[src/pal_pkg.sv]
// Package of register indices, reset values and field positions.
`default_nettype none
package pal_pkg;

    // -----------------------------------------------------------------
    // Register indices; the byte address is four times the index.
    // -----------------------------------------------------------------
    localparam logic [5:0] PAL_IDX_MODE_TWO = 6'h04;
    localparam logic [5:0] PAL_IDX_IRQ_CAUSE = 6'h06;
    localparam logic [5:0] PAL_IDX_IRQ_MASK = 6'h07;
    localparam logic [5:0] PAL_IDX_ALARM_CAUSE = 6'h08;
    localparam logic [5:0] PAL_IDX_ALARM_MASK = 6'h09;
    localparam logic [5:0] PAL_IDX_PERF_CAUSE = 6'h0a;
    localparam logic [5:0] PAL_IDX_PERF_MASK = 6'h0b;

    // -----------------------------------------------------------------
    // Widths, reset values and fixed bits.
    // -----------------------------------------------------------------
    localparam int PAL_AW = 8;
    localparam int PAL_PERF_W = 6;
    localparam int PAL_LAT_W = 6;
    localparam logic [7:0] PAL_RST_IRQ_MASK = 8'hff;
    localparam logic [7:0] PAL_RST_ALARM_MASK = 8'hff;
    localparam logic [5:0] PAL_RST_PERF_MASK = 6'h3f;
    localparam logic [1:0] PAL_RST_MODE = 2'h0;
    localparam logic [1:0] PAL_PERF_CAUSE_PAD = 2'h0;
    localparam logic [1:0] PAL_PERF_MASK_PAD = 2'h3;
    localparam logic [5:0] PAL_MODE_TWO_PAD = 6'h00;

    // -----------------------------------------------------------------
    // Field positions of the top-level cause and mask registers.
    // -----------------------------------------------------------------
    localparam int PAL_BIT_PLL = 7;
    localparam int PAL_BIT_OPT = 6;
    localparam int PAL_BIT_SIG = 5;
    localparam int PAL_BIT_FRAME = 4;
    localparam int PAL_BIT_ALM = 3;
    localparam int PAL_BIT_PFM = 2;
    localparam int PAL_BIT_OVF = 1;
    localparam int PAL_BIT_FIFO = 0;

    // -----------------------------------------------------------------
    // Interrupt modes; codes 2 and 3 both select clear on read.
    // -----------------------------------------------------------------
    localparam logic [1:0] PAL_MODE_LATCH = 2'h0;
    localparam logic [1:0] PAL_MODE_FOLLOW = 2'h1;

    // Tells whether a register index is decoded by the block.
    function automatic logic pal_is_mapped(input logic [5:0] idx);
        pal_is_mapped = (idx == PAL_IDX_MODE_TWO) ||
            ((idx >= PAL_IDX_IRQ_CAUSE) && (idx <= PAL_IDX_PERF_MASK));
    endfunction

endpackage
`default_nettype wire

[src/pal_reg_if.sv]
// Interface between the bus slave and the register core.
`timescale 1ns/100ps
`default_nettype none
interface pal_reg_if;
    logic [5:0] idx;
    logic [7:0] wdata;
    logic wr_stb;
    logic rd_stb;
    logic [7:0] rd_q;
    logic [7:0] rdata;

    // The slave decodes the bus; the core answers with read data.
    modport slv (output idx, output wdata, output wr_stb, output rd_stb,
                 output rd_q, input rdata);
    modport core (input idx, input wdata, input wr_stb, input rd_stb,
                  input rd_q, output rdata);
endinterface
`default_nettype wire

[src/pal_cause_latch.sv]
// Bank of cause bits that latch and clear as the interrupt mode says.
`timescale 1ns/100ps
`default_nettype none
module pal_cause_latch #(
    parameter int W = 8
) (
    input wire logic clk_in,
    input wire logic arst_n_in,
    input wire logic [1:0] mode_in,
    input wire logic [W-1:0] cond_in,
    input wire logic [W-1:0] clr_in,
    output logic [W-1:0] cause_out
);
    logic [W-1:0] prev_r;
    logic [W-1:0] cause_r;
    logic [W-1:0] cause_nxt;

    // Next value; a new set always beats a clear in the same cycle.
    always_comb begin
        case (mode_in)
            pal_pkg::PAL_MODE_LATCH: begin
                cause_nxt = (cause_r & ~clr_in) | cond_in;
            end
            pal_pkg::PAL_MODE_FOLLOW: begin
                cause_nxt = cond_in;
            end
            default: begin
                // Only a fresh rise sets, so a read can clear a live cause.
                cause_nxt = (cause_r & ~clr_in) | (cond_in & ~prev_r);
            end
        endcase
    end

    // Previous condition level for edge detection.
    always_ff @(posedge clk_in or negedge arst_n_in) begin
        if (!arst_n_in) begin
            prev_r <= '0;
        end else begin
            prev_r <= cond_in;
        end
    end

    // Cause bits.
    always_ff @(posedge clk_in or negedge arst_n_in) begin
        if (!arst_n_in) begin
            cause_r <= '0;
        end else begin
            cause_r <= cause_nxt;
        end
    end

    assign cause_out = cause_r;
endmodule // pal_cause_latch
`default_nettype wire

[src/pal_apb_slave.sv]
// APB slave that decodes transfers for the register core.
`timescale 1ns/100ps
`default_nettype none
module pal_apb_slave (
    input wire logic clk_in,
    input wire logic arst_n_in,
    input wire logic psel_in,
    input wire logic penable_in,
    input wire logic pwrite_in,
    input wire logic [pal_pkg::PAL_AW-1:0] paddr_in,
    input wire logic [31:0] pwdata_in,
    output logic [31:0] prdata_out,
    output logic pready_out,
    output logic pslverr_out,
    pal_reg_if.slv bus
);
    logic hit;
    logic [7:0] rd_q_r;

    // Word-aligned addresses inside the map are decoded.
    assign hit = (paddr_in[1:0] == 2'h0) && pal_pkg::pal_is_mapped(bus.idx);
    assign bus.idx = paddr_in[7:2];
    assign bus.wdata = pwdata_in[7:0];
    assign bus.wr_stb = psel_in && penable_in && pwrite_in && hit;
    assign bus.rd_stb = psel_in && penable_in && !pwrite_in && hit;
    assign bus.rd_q = rd_q_r;

    // Read data is captured in the setup cycle and held for the access.
    always_ff @(posedge clk_in or negedge arst_n_in) begin
        if (!arst_n_in) begin
            rd_q_r <= 8'h00;
        end else if (psel_in && !penable_in && !pwrite_in) begin
            rd_q_r <= (paddr_in[1:0] == 2'h0) &&
                pal_pkg::pal_is_mapped(paddr_in[7:2]) ? bus.rdata : 8'h00;
        end
    end

    // Zero wait states; unmapped addresses answer with an error.
    assign pready_out = 1'b1;
    assign pslverr_out = psel_in && penable_in && !hit;
    assign prdata_out = {24'h000000, rd_q_r};
endmodule // pal_apb_slave
`default_nettype wire

[src/pal_phy_alarm_irq.sv]
// Alarm and performance interrupt cause, mask and summary logic.
`timescale 1ns/100ps
`default_nettype none
module pal_phy_alarm_irq (
    input wire logic clk_in,
    input wire logic arst_n_in,
    input wire logic psel_in,
    input wire logic penable_in,
    input wire logic pwrite_in,
    input wire logic [pal_pkg::PAL_AW-1:0] paddr_in,
    input wire logic [31:0] pwdata_in,
    output logic [31:0] prdata_out,
    output logic pready_out,
    output logic pslverr_out,
    input wire logic pll_unlock_in,
    input wire logic optical_alarm_pin_in,
    input wire logic signal_absent_in,
    input wire logic frame_lost_in,
    input wire logic counter_overflow_flag_in,
    input wire logic rx_fifo_overrun_in,
    input wire logic [7:0] alarm_cond_in,
    input wire logic [pal_pkg::PAL_PERF_W-1:0] perf_cond_in,
    output logic irq_out_n
);

    // -----------------------------------------------------------------
    // Bus slave
    // -----------------------------------------------------------------

    pal_reg_if bus ();

    // Decodes APB transfers into strobes for the register core.
    pal_apb_slave u_apb (
        .clk_in(clk_in),
        .arst_n_in(arst_n_in),
        .psel_in(psel_in),
        .penable_in(penable_in),
        .pwrite_in(pwrite_in),
        .paddr_in(paddr_in),
        .pwdata_in(pwdata_in),
        .prdata_out(prdata_out),
        .pready_out(pready_out),
        .pslverr_out(pslverr_out),
        .bus(bus)
    );

    // -----------------------------------------------------------------
    // Software-written registers
    // -----------------------------------------------------------------

    logic [1:0] irq_mode_r;
    logic [7:0] phy_irq_mask_r;
    logic [7:0] alarm_cause_mask_r;
    logic [pal_pkg::PAL_PERF_W-1:0] perf_cause_mask_r;

    // Interrupt mode field of the second mode register.
    always_ff @(posedge clk_in or negedge arst_n_in) begin
        if (!arst_n_in) begin
            irq_mode_r <= pal_pkg::PAL_RST_MODE;
        end else if (bus.wr_stb && (bus.idx == pal_pkg::PAL_IDX_MODE_TWO)) begin
            irq_mode_r <= bus.wdata[1:0];
        end
    end

    // Top-level mask; a one masks the cause in the same position.
    always_ff @(posedge clk_in or negedge arst_n_in) begin
        if (!arst_n_in) begin
            phy_irq_mask_r <= pal_pkg::PAL_RST_IRQ_MASK;
        end else if (bus.wr_stb && (bus.idx == pal_pkg::PAL_IDX_IRQ_MASK)) begin
            phy_irq_mask_r <= bus.wdata;
        end
    end

    // Alarm mask; a one keeps the alarm out of the summary.
    always_ff @(posedge clk_in or negedge arst_n_in) begin
        if (!arst_n_in) begin
            alarm_cause_mask_r <= pal_pkg::PAL_RST_ALARM_MASK;
        end else if (bus.wr_stb &&
                     (bus.idx == pal_pkg::PAL_IDX_ALARM_MASK)) begin
            alarm_cause_mask_r <= bus.wdata;
        end
    end

    // Performance mask; only the six low bits are stored.
    always_ff @(posedge clk_in or negedge arst_n_in) begin
        if (!arst_n_in) begin
            perf_cause_mask_r <= pal_pkg::PAL_RST_PERF_MASK;
        end else if (bus.wr_stb &&
                     (bus.idx == pal_pkg::PAL_IDX_PERF_MASK)) begin
            perf_cause_mask_r <= bus.wdata[pal_pkg::PAL_PERF_W-1:0];
        end
    end

    // -----------------------------------------------------------------
    // Read clears
    // -----------------------------------------------------------------

    logic [7:0] top_clr;
    logic [7:0] alarm_clr;
    logic [pal_pkg::PAL_PERF_W-1:0] perf_clr;
    logic [pal_pkg::PAL_LAT_W-1:0] lat_clr;

    // Only the bits that the host actually saw are cleared.
    assign top_clr = (bus.rd_stb && (bus.idx == pal_pkg::PAL_IDX_IRQ_CAUSE)) ?
        bus.rd_q : 8'h00;
    assign alarm_clr = (bus.rd_stb &&
        (bus.idx == pal_pkg::PAL_IDX_ALARM_CAUSE)) ? bus.rd_q : 8'h00;
    assign perf_clr = (bus.rd_stb &&
        (bus.idx == pal_pkg::PAL_IDX_PERF_CAUSE)) ?
        bus.rd_q[pal_pkg::PAL_PERF_W-1:0] : 6'h00;

    // Top clear vector in the order of the latched top bits.
    assign lat_clr = {top_clr[pal_pkg::PAL_BIT_PLL],
                      top_clr[pal_pkg::PAL_BIT_OPT],
                      top_clr[pal_pkg::PAL_BIT_SIG],
                      top_clr[pal_pkg::PAL_BIT_FRAME],
                      top_clr[pal_pkg::PAL_BIT_OVF],
                      top_clr[pal_pkg::PAL_BIT_FIFO]};

    // -----------------------------------------------------------------
    // Cause banks
    // -----------------------------------------------------------------

    logic [pal_pkg::PAL_LAT_W-1:0] lat_cond;
    logic [pal_pkg::PAL_LAT_W-1:0] lat_q;
    logic [7:0] alarm_cause_q;
    logic [pal_pkg::PAL_PERF_W-1:0] perf_cause_q;

    // Directly latched top-level conditions.
    assign lat_cond = {pll_unlock_in, optical_alarm_pin_in, signal_absent_in,
                       frame_lost_in, counter_overflow_flag_in,
                       rx_fifo_overrun_in};

    // Top-level status bits obey the interrupt mode.
    pal_cause_latch #(
        .W(pal_pkg::PAL_LAT_W)
    ) u_top_lat (
        .clk_in(clk_in),
        .arst_n_in(arst_n_in),
        .mode_in(irq_mode_r),
        .cond_in(lat_cond),
        .clr_in(lat_clr),
        .cause_out(lat_q)
    );

    // Alarm causes, latched and cleared as the interrupt mode says.
    pal_cause_latch #(
        .W(8)
    ) u_alarm_lat (
        .clk_in(clk_in),
        .arst_n_in(arst_n_in),
        .mode_in(irq_mode_r),
        .cond_in(alarm_cond_in),
        .clr_in(alarm_clr),
        .cause_out(alarm_cause_q)
    );

    // Performance causes.
    pal_cause_latch #(
        .W(pal_pkg::PAL_PERF_W)
    ) u_perf_lat (
        .clk_in(clk_in),
        .arst_n_in(arst_n_in),
        .mode_in(irq_mode_r),
        .cond_in(perf_cond_in),
        .clr_in(perf_clr),
        .cause_out(perf_cause_q)
    );

    // -----------------------------------------------------------------
    // Summaries and interrupt
    // -----------------------------------------------------------------

    logic alarm_summary;
    logic perf_summary;
    logic [7:0] phy_irq_cause;

    // Summaries see only causes whose mask bit is clear.
    assign alarm_summary = |(alarm_cause_q & ~alarm_cause_mask_r);
    assign perf_summary = |(perf_cause_q & ~perf_cause_mask_r);

    // Top-level cause register assembled field by field.
    always_comb begin
        phy_irq_cause = 8'h00;
        phy_irq_cause[pal_pkg::PAL_BIT_PLL] = lat_q[5];
        phy_irq_cause[pal_pkg::PAL_BIT_OPT] = lat_q[4];
        phy_irq_cause[pal_pkg::PAL_BIT_SIG] = lat_q[3];
        phy_irq_cause[pal_pkg::PAL_BIT_FRAME] = lat_q[2];
        phy_irq_cause[pal_pkg::PAL_BIT_ALM] = alarm_summary;
        phy_irq_cause[pal_pkg::PAL_BIT_PFM] = perf_summary;
        phy_irq_cause[pal_pkg::PAL_BIT_OVF] = lat_q[1];
        phy_irq_cause[pal_pkg::PAL_BIT_FIFO] = lat_q[0];
    end

    // The mask is applied on every cycle, so a change acts at once.
    assign irq_out_n = ~|(phy_irq_cause &
                          ~phy_irq_mask_r);

    // -----------------------------------------------------------------
    // Read multiplexer
    // -----------------------------------------------------------------

    // Fixed pad bits read as constants; unmapped indices read zero.
    always_comb begin
        case (bus.idx)
            pal_pkg::PAL_IDX_MODE_TWO: begin
                bus.rdata = {pal_pkg::PAL_MODE_TWO_PAD, irq_mode_r};
            end
            pal_pkg::PAL_IDX_IRQ_CAUSE: begin
                bus.rdata = phy_irq_cause;
            end
            pal_pkg::PAL_IDX_IRQ_MASK: begin
                bus.rdata = phy_irq_mask_r;
            end
            pal_pkg::PAL_IDX_ALARM_CAUSE: begin
                bus.rdata = alarm_cause_q;
            end
            pal_pkg::PAL_IDX_ALARM_MASK: begin
                bus.rdata = alarm_cause_mask_r;
            end
            pal_pkg::PAL_IDX_PERF_CAUSE: begin
                bus.rdata = {pal_pkg::PAL_PERF_CAUSE_PAD, perf_cause_q};
            end
            pal_pkg::PAL_IDX_PERF_MASK: begin
                bus.rdata = {pal_pkg::PAL_PERF_MASK_PAD,
                             perf_cause_mask_r};
            end
            default: begin
                bus.rdata = 8'h00;
            end
        endcase
    end

    // -----------------------------------------------------------------
    // Assertions
    // -----------------------------------------------------------------

    logic top_read;
    assign top_read = bus.rd_stb && (bus.idx == pal_pkg::PAL_IDX_IRQ_CAUSE);

    // In modes 00 and 01, overflow of a counter shows in bit one on the next edge.
    a_ovf_sets: assert property (@(posedge clk_in)
        disable iff (!arst_n_in)
        (counter_overflow_flag_in && !irq_mode_r[1]) |=> phy_irq_cause[1])
        else $error("counter overflow did not set cause bit");

    // In follow mode bit zero tracks FIFO overflow one edge later.
    a_fifo_sets: assert property (@(posedge clk_in)
        disable iff (!arst_n_in)
        (irq_mode_r == 2'h1) |=>
        (phy_irq_cause[0] == $past(rx_fifo_overrun_in)))
        else $error("fifo cause bit does not track overflow");

    // An unmasked cause drives the interrupt low.
    a_irq_active: assert property (@(posedge clk_in)
        disable iff (!arst_n_in)
        (phy_irq_cause[0] && !phy_irq_mask_r[0]) |-> !irq_out_n)
        else $error("unmasked cause without interrupt");

    // Writing the top mask stores the written byte.
    a_mask_write: assert property (@(posedge clk_in)
        disable iff (!arst_n_in)
        (bus.wr_stb && (bus.idx == pal_pkg::PAL_IDX_IRQ_MASK)) |=>
        (phy_irq_mask_r == $past(bus.wdata)))
        else $error("top mask write lost");

    // A masked optical bit never raises the interrupt on its own.
    a_opt_masked: assert property (@(posedge clk_in)
        disable iff (!arst_n_in)
        (phy_irq_mask_r[6] &&
         ((phy_irq_cause & ~phy_irq_mask_r & 8'hbf) == 8'h00)) |->
        irq_out_n)
        else $error("masked cause raised interrupt");

    // Masked alarms never reach the summary bit.
    a_alm_masked: assert property (@(posedge clk_in)
        disable iff (!arst_n_in)
        (alarm_cause_mask_r == 8'hff) |-> !phy_irq_cause[3])
        else $error("masked alarm set summary");

    // Mode 00 holds a set bit until a read takes it.
    a_mode_hold: assert property (@(posedge clk_in)
        disable iff (!arst_n_in)
        ((irq_mode_r == 2'h0) && phy_irq_cause[7] && !top_read) |=>
        phy_irq_cause[7])
        else $error("latched cause lost without read");

    // Mode 01 follows the condition one edge later.
    a_mode_follow: assert property (@(posedge clk_in)
        disable iff (!arst_n_in)
        (irq_mode_r == 2'h1) |=>
        (phy_irq_cause[7] == $past(pll_unlock_in)))
        else $error("following cause does not track input");

    // Mode 1X clears a read bit unless a fresh rise arrives.
    a_mode_clear: assert property (@(posedge clk_in)
        disable iff (!arst_n_in)
        (irq_mode_r[1] && top_read && bus.rd_q[7] && !pll_unlock_in) |=>
        !phy_irq_cause[7])
        else $error("read did not clear cause");

    // In mode 00 a cause present during a clearing read survives it.
    a_set_wins: assert property (@(posedge clk_in)
        disable iff (!arst_n_in)
        ((irq_mode_r == 2'h0) && top_read && frame_lost_in) |=>
        phy_irq_cause[4])
        else $error("new cause lost to read clear");

    // Fixed bits of the performance mask register read back as ones.
    a_perf_pads: assert property (@(posedge clk_in)
        disable iff (!arst_n_in)
        (bus.idx == pal_pkg::PAL_IDX_PERF_MASK) |->
        (bus.rdata[7:6] == 2'h3))
        else $error("performance mask pad bits wrong");

endmodule // pal_phy_alarm_irq
`default_nettype wire

[config.mk]
export PLATFORM = sky130hd
export DESIGN_NAME = pal_phy_alarm_irq
export DESIGN_NICKNAME = d
export VERILOG_FILES = /design/src/pal_pkg.sv /design/src/pal_reg_if.sv /design/src/pal_cause_latch.sv /design/src/pal_apb_slave.sv /design/src/pal_phy_alarm_irq.sv
export SDC_FILE = /design/constraint.sdc
export NUM_CORES = 1
export LEC_CHECK = 0
export CELL_PAD_IN_SITES_DETAIL_PLACEMENT = 0
export CELL_PAD_IN_SITES_GLOBAL_PLACEMENT = 1
export CORE_MARGIN = 8
export CORE_UTILIZATION = 50
export CTS_CLUSTER_SIZE = 10
export DETAILED_ROUTE_END_ITERATION = 10
export DONT_BUFFER_PORTS = 1
export PLACE_DENSITY = 0.8
export REMOVE_ABC_BUFFERS = 1
export SYNTH_ARGS = -nofsm -noshare
export SYNTH_HDL_FRONTEND = slang
export SYNTH_SLANG_ARGS = --single-unit
[constraint.sdc]
create_clock -name clk_in -period 2.15 [get_ports clk_in]
set_clock_uncertainty 0.05 [all_clocks]
set_input_delay 0.3225 -clock clk_in [delete_from_list [all_inputs] [get_ports clk_in]]
set_output_delay 0.3225 -clock clk_in [all_outputs]
set_load 0.05 [all_outputs]
==> impl_metrics.ini <==
[outcome]
status = finished, violations left
violations = negative setup slack

[placed_design]
detailed_place_hpwl_um = 5890
io_buffer_count = 0
gp_congestion = 0.811

[floorplanning]
die-area_um2 = 9810
start_util_pct = 51.3
ios = 100
coreArea_um2 = 6720
die_height_um = 99.0
rows = 30
die_x_um = 99.0

[setup_path]
crit_type = flop to output pin
cp-start-kind = flop
cp.required_ns = 1.78
crit_fanout = 3
r2r_setup_slack_ns = 0.59
cp-end-kind = output pin
rr_worst_depth = 2
worstPathArrival_ns = 1.87

[final_layout]
syn2layout_area_growth_pct = 14.0
final_layout_size_suffix_gt1_share_pct = 23.9
fillers = 560
diodes = 0
final_core_util_pct = 58.5
fin_nets = 391

[logic_synthesis]
synth.distinct_cells = 38
synth_edf_count = 0
synth.cell_area_um2 = 3450
ys_ff_latch = 72
ys_seq_area_share_pct = 53.0
synth_flop_cell = dfrtp_1
netlist_instances = 296
synthArstFlopShare_pct = 100
synth_area_per_cell_um2 = 11.6
ys_warn_count = 0

[sta]
whs_ns = 0.0480
final-hold-violation-count = 0
layout_setup_ws_ns = -0.0971
fin_crit_ns = 2.25
slew_viol_final = 0
period_share_pct = 105
fmax_mhz = 445
setup_viol = 1
rsz0062_at_grt = true
slew_headroom_pct = 40.9
worst_pin_slew_ns = 0.886

[cts]
insertion_delay_ns = 0.35
clock_sinks = 72
root_buffer = clkbuf_8
clock_path_buffers = 2
clk_pin_slew_ns = 0.08
cts_made_buffers = 9
cts_tree = built
htree_levels = 3

[detailed_routing]
ant_nets = 0
dr.pass1.iters = 4
routed_via_density = 5.72
drt-total-wl_um = 8300
routedWlPerCell_um = 20.2
first_iter_violations = 150
vias = 2350
drcViolationCount = 0

[grt]
grt-ovfl-total = 0
grt_usage_pct = 18.0
antenna_found_initial = 0
grt_pass1_wl_um = 13700
grt_pass1_vias = 2511
grt_max_degree = 73

[power]
irDropWorstVdd_v = 0.000289
p_per_area_nw_per_um2 = 684
leakage_nw = 1.71

[min_path]
hold_depth = 1
hold_path.class = input pin to flop

[job]
cap_violations = 0
[through the flow]
stage / cells / area, um^2 / setup slack (ns) / setup TNS (ns) / total power, mW
6_report: 411 / 3930 / -0.0971 / -0.0971 / 2.69
5_1_grt: 411 / 3930 / -0.249 / -0.249 / 2.79
4_1_cts: 411 / 3930 / -0.121 / -0.121 / 2.71
3_5_place_dp: 373 / 3470 / 0.171 / 0 / 1.55
3_3_place_gp: 373 / 3470 / 0.177 / 0 / 1.55
2_1_floorplan: 283 / 3290 / -0.719 / -0.719 / 1.54
[synthesized netlist by cell type (3+ instances only)]
cell       n  area (um^2)
a222oi_1   4         40.0
a22o_1     8         70.1
a22oi_1   12         90.1
a32o_1    20          200
buf_2      4         20.0
buf_4     28          210
clkbuf_1   4         15.0
dfrtp_1   50         1250
dfstp_2   22          578
inv_1     22         82.6
mux2_1     8         90.1
mux2_2     8         90.1
mux2_4     8          120
nand2_1   21         78.8
nand2b_1   3         18.8
nand3_1   25          125
nor2_1     6         22.5
o211ai_1   4         30.0
o22ai_1   11         68.8
[cell type report]
class | count | area (um^2) | area share (%)
clock buffer | 10 | 138 | 3.50
clock inverter | 6 | 67.6 | 1.72
inverter | 22 | 82.6 | 2.10
multi-input combinational | 189 | 1400 | 35.7
sequential | 72 | 1830 | 46.5
tap | 80 | 100 | 2.55
timing repair buffer | 32 | 313 | 7.95
[final timing paths]
| check | start | end |
|---|---|---|
| min in group asynchronous | arst_n_in | u_top_lat.prev_r[3]$_DFF_PN0_ |
| setup / recovery | alarm_cause_mask_r[2]$_DFFE_PN1P_ | irq_out_n |
| setup reg to reg | irq_mode_r[1]$_DFFE_PN0P_ | u_top_lat.cause_out[4]$_DFF_PN0_ |
| hold / removal | alarm_cond_in[5] | u_alarm_lat.cause_out[5]$_DFF_PN0_ |
| max in group asynchronous | arst_n_in | phy_irq_mask_r[3]$_DFFE_PN1P_ |
| hold reg to reg | irq_mode_r[0]$_DFFE_PN0P_ | irq_mode_r[0]$_DFFE_PN0P_ |
[power breakdown]
| group | internal, mW | leakage (nW) | total (mW) | switching, mW |
|---|---|---|---|---|
| Sequential | 1.38 | 0.775 | 1.39 | 0.00884 |
| Combinational | 0.0480 | 0.832 | 0.203 | 0.155 |
| Clock | 0.571 | 0.0989 | 1.10 | 0.529 |
| Total | 2.00 | 1.71 | 2.69 | 0.693 |
[cells in the final DEF, fill, tap and decap left out, drive strengths merged]
cell and n:
clkinvlp 2, a22oi 12, o22ai 11, dfrtp 50, conb 25, and4b 1
or2 1, nand3 25, nor2b 1, or3 1, nand4 1, clkinv 2
nor2 9, and2b 1, a2bb2oi 2, nand3b 2, a222oi 4, nor4 2
a32o 20, buf 11, a22o 8, o211ai 4, bufinv 1, nand2 21
clkbuf 10, dlygate4sd3 21, mux2 24, and3 2, nand2b 3, dfstp 22
mux2i 2, or3b 1, o21ai 1, nor3 5, inv 23
[layer usage]
layer  track usage (%)  routed length (um)
met5                 0                   0
met4              7.79                 162
met3              6.20                 684
met2              26.7                3750
met1              23.1                3700
[critical path: stages (launching register included)]
cell and delay [ns]:
dfstp_2 0.56, o22ai_2 0.08, nor4_2 0.31, o22ai_1 0.15, nor4_2 0.18, buf_4 0.25
[timing repair]
action / in CTS / in global routing
endpoints found under the setup margin: 1 / 1
hold buffers: 22 / 0
pin swaps: 1 / 0
hold endpoints to repair: 92 / 0
cloned: 0 / 0
resized for setup: 3 / 0
buffers inserted: 0 / 0
[state kept, by name (all words and copies together) (netlist names), 8 cells and up]
name and count:
alarm_cause_mask_r 8, phy_irq_mask_r 8, u_alarm_lat.cause_out 8, u_alarm_lat.prev_r 8, u_apb.bus.rd_q 8
[cells by family (layout without fill, tap and decap cells)]
group,Yosys count,in the layout,synth area share [%]
simple gates,76,76,12.7
mux,26,26,9.29
other cells,2,25,0.218
compound gates,62,62,15.2
flops,72,72,53.0
buf+inv,58,70,9.51
Power figures use the tool's default switching activity.
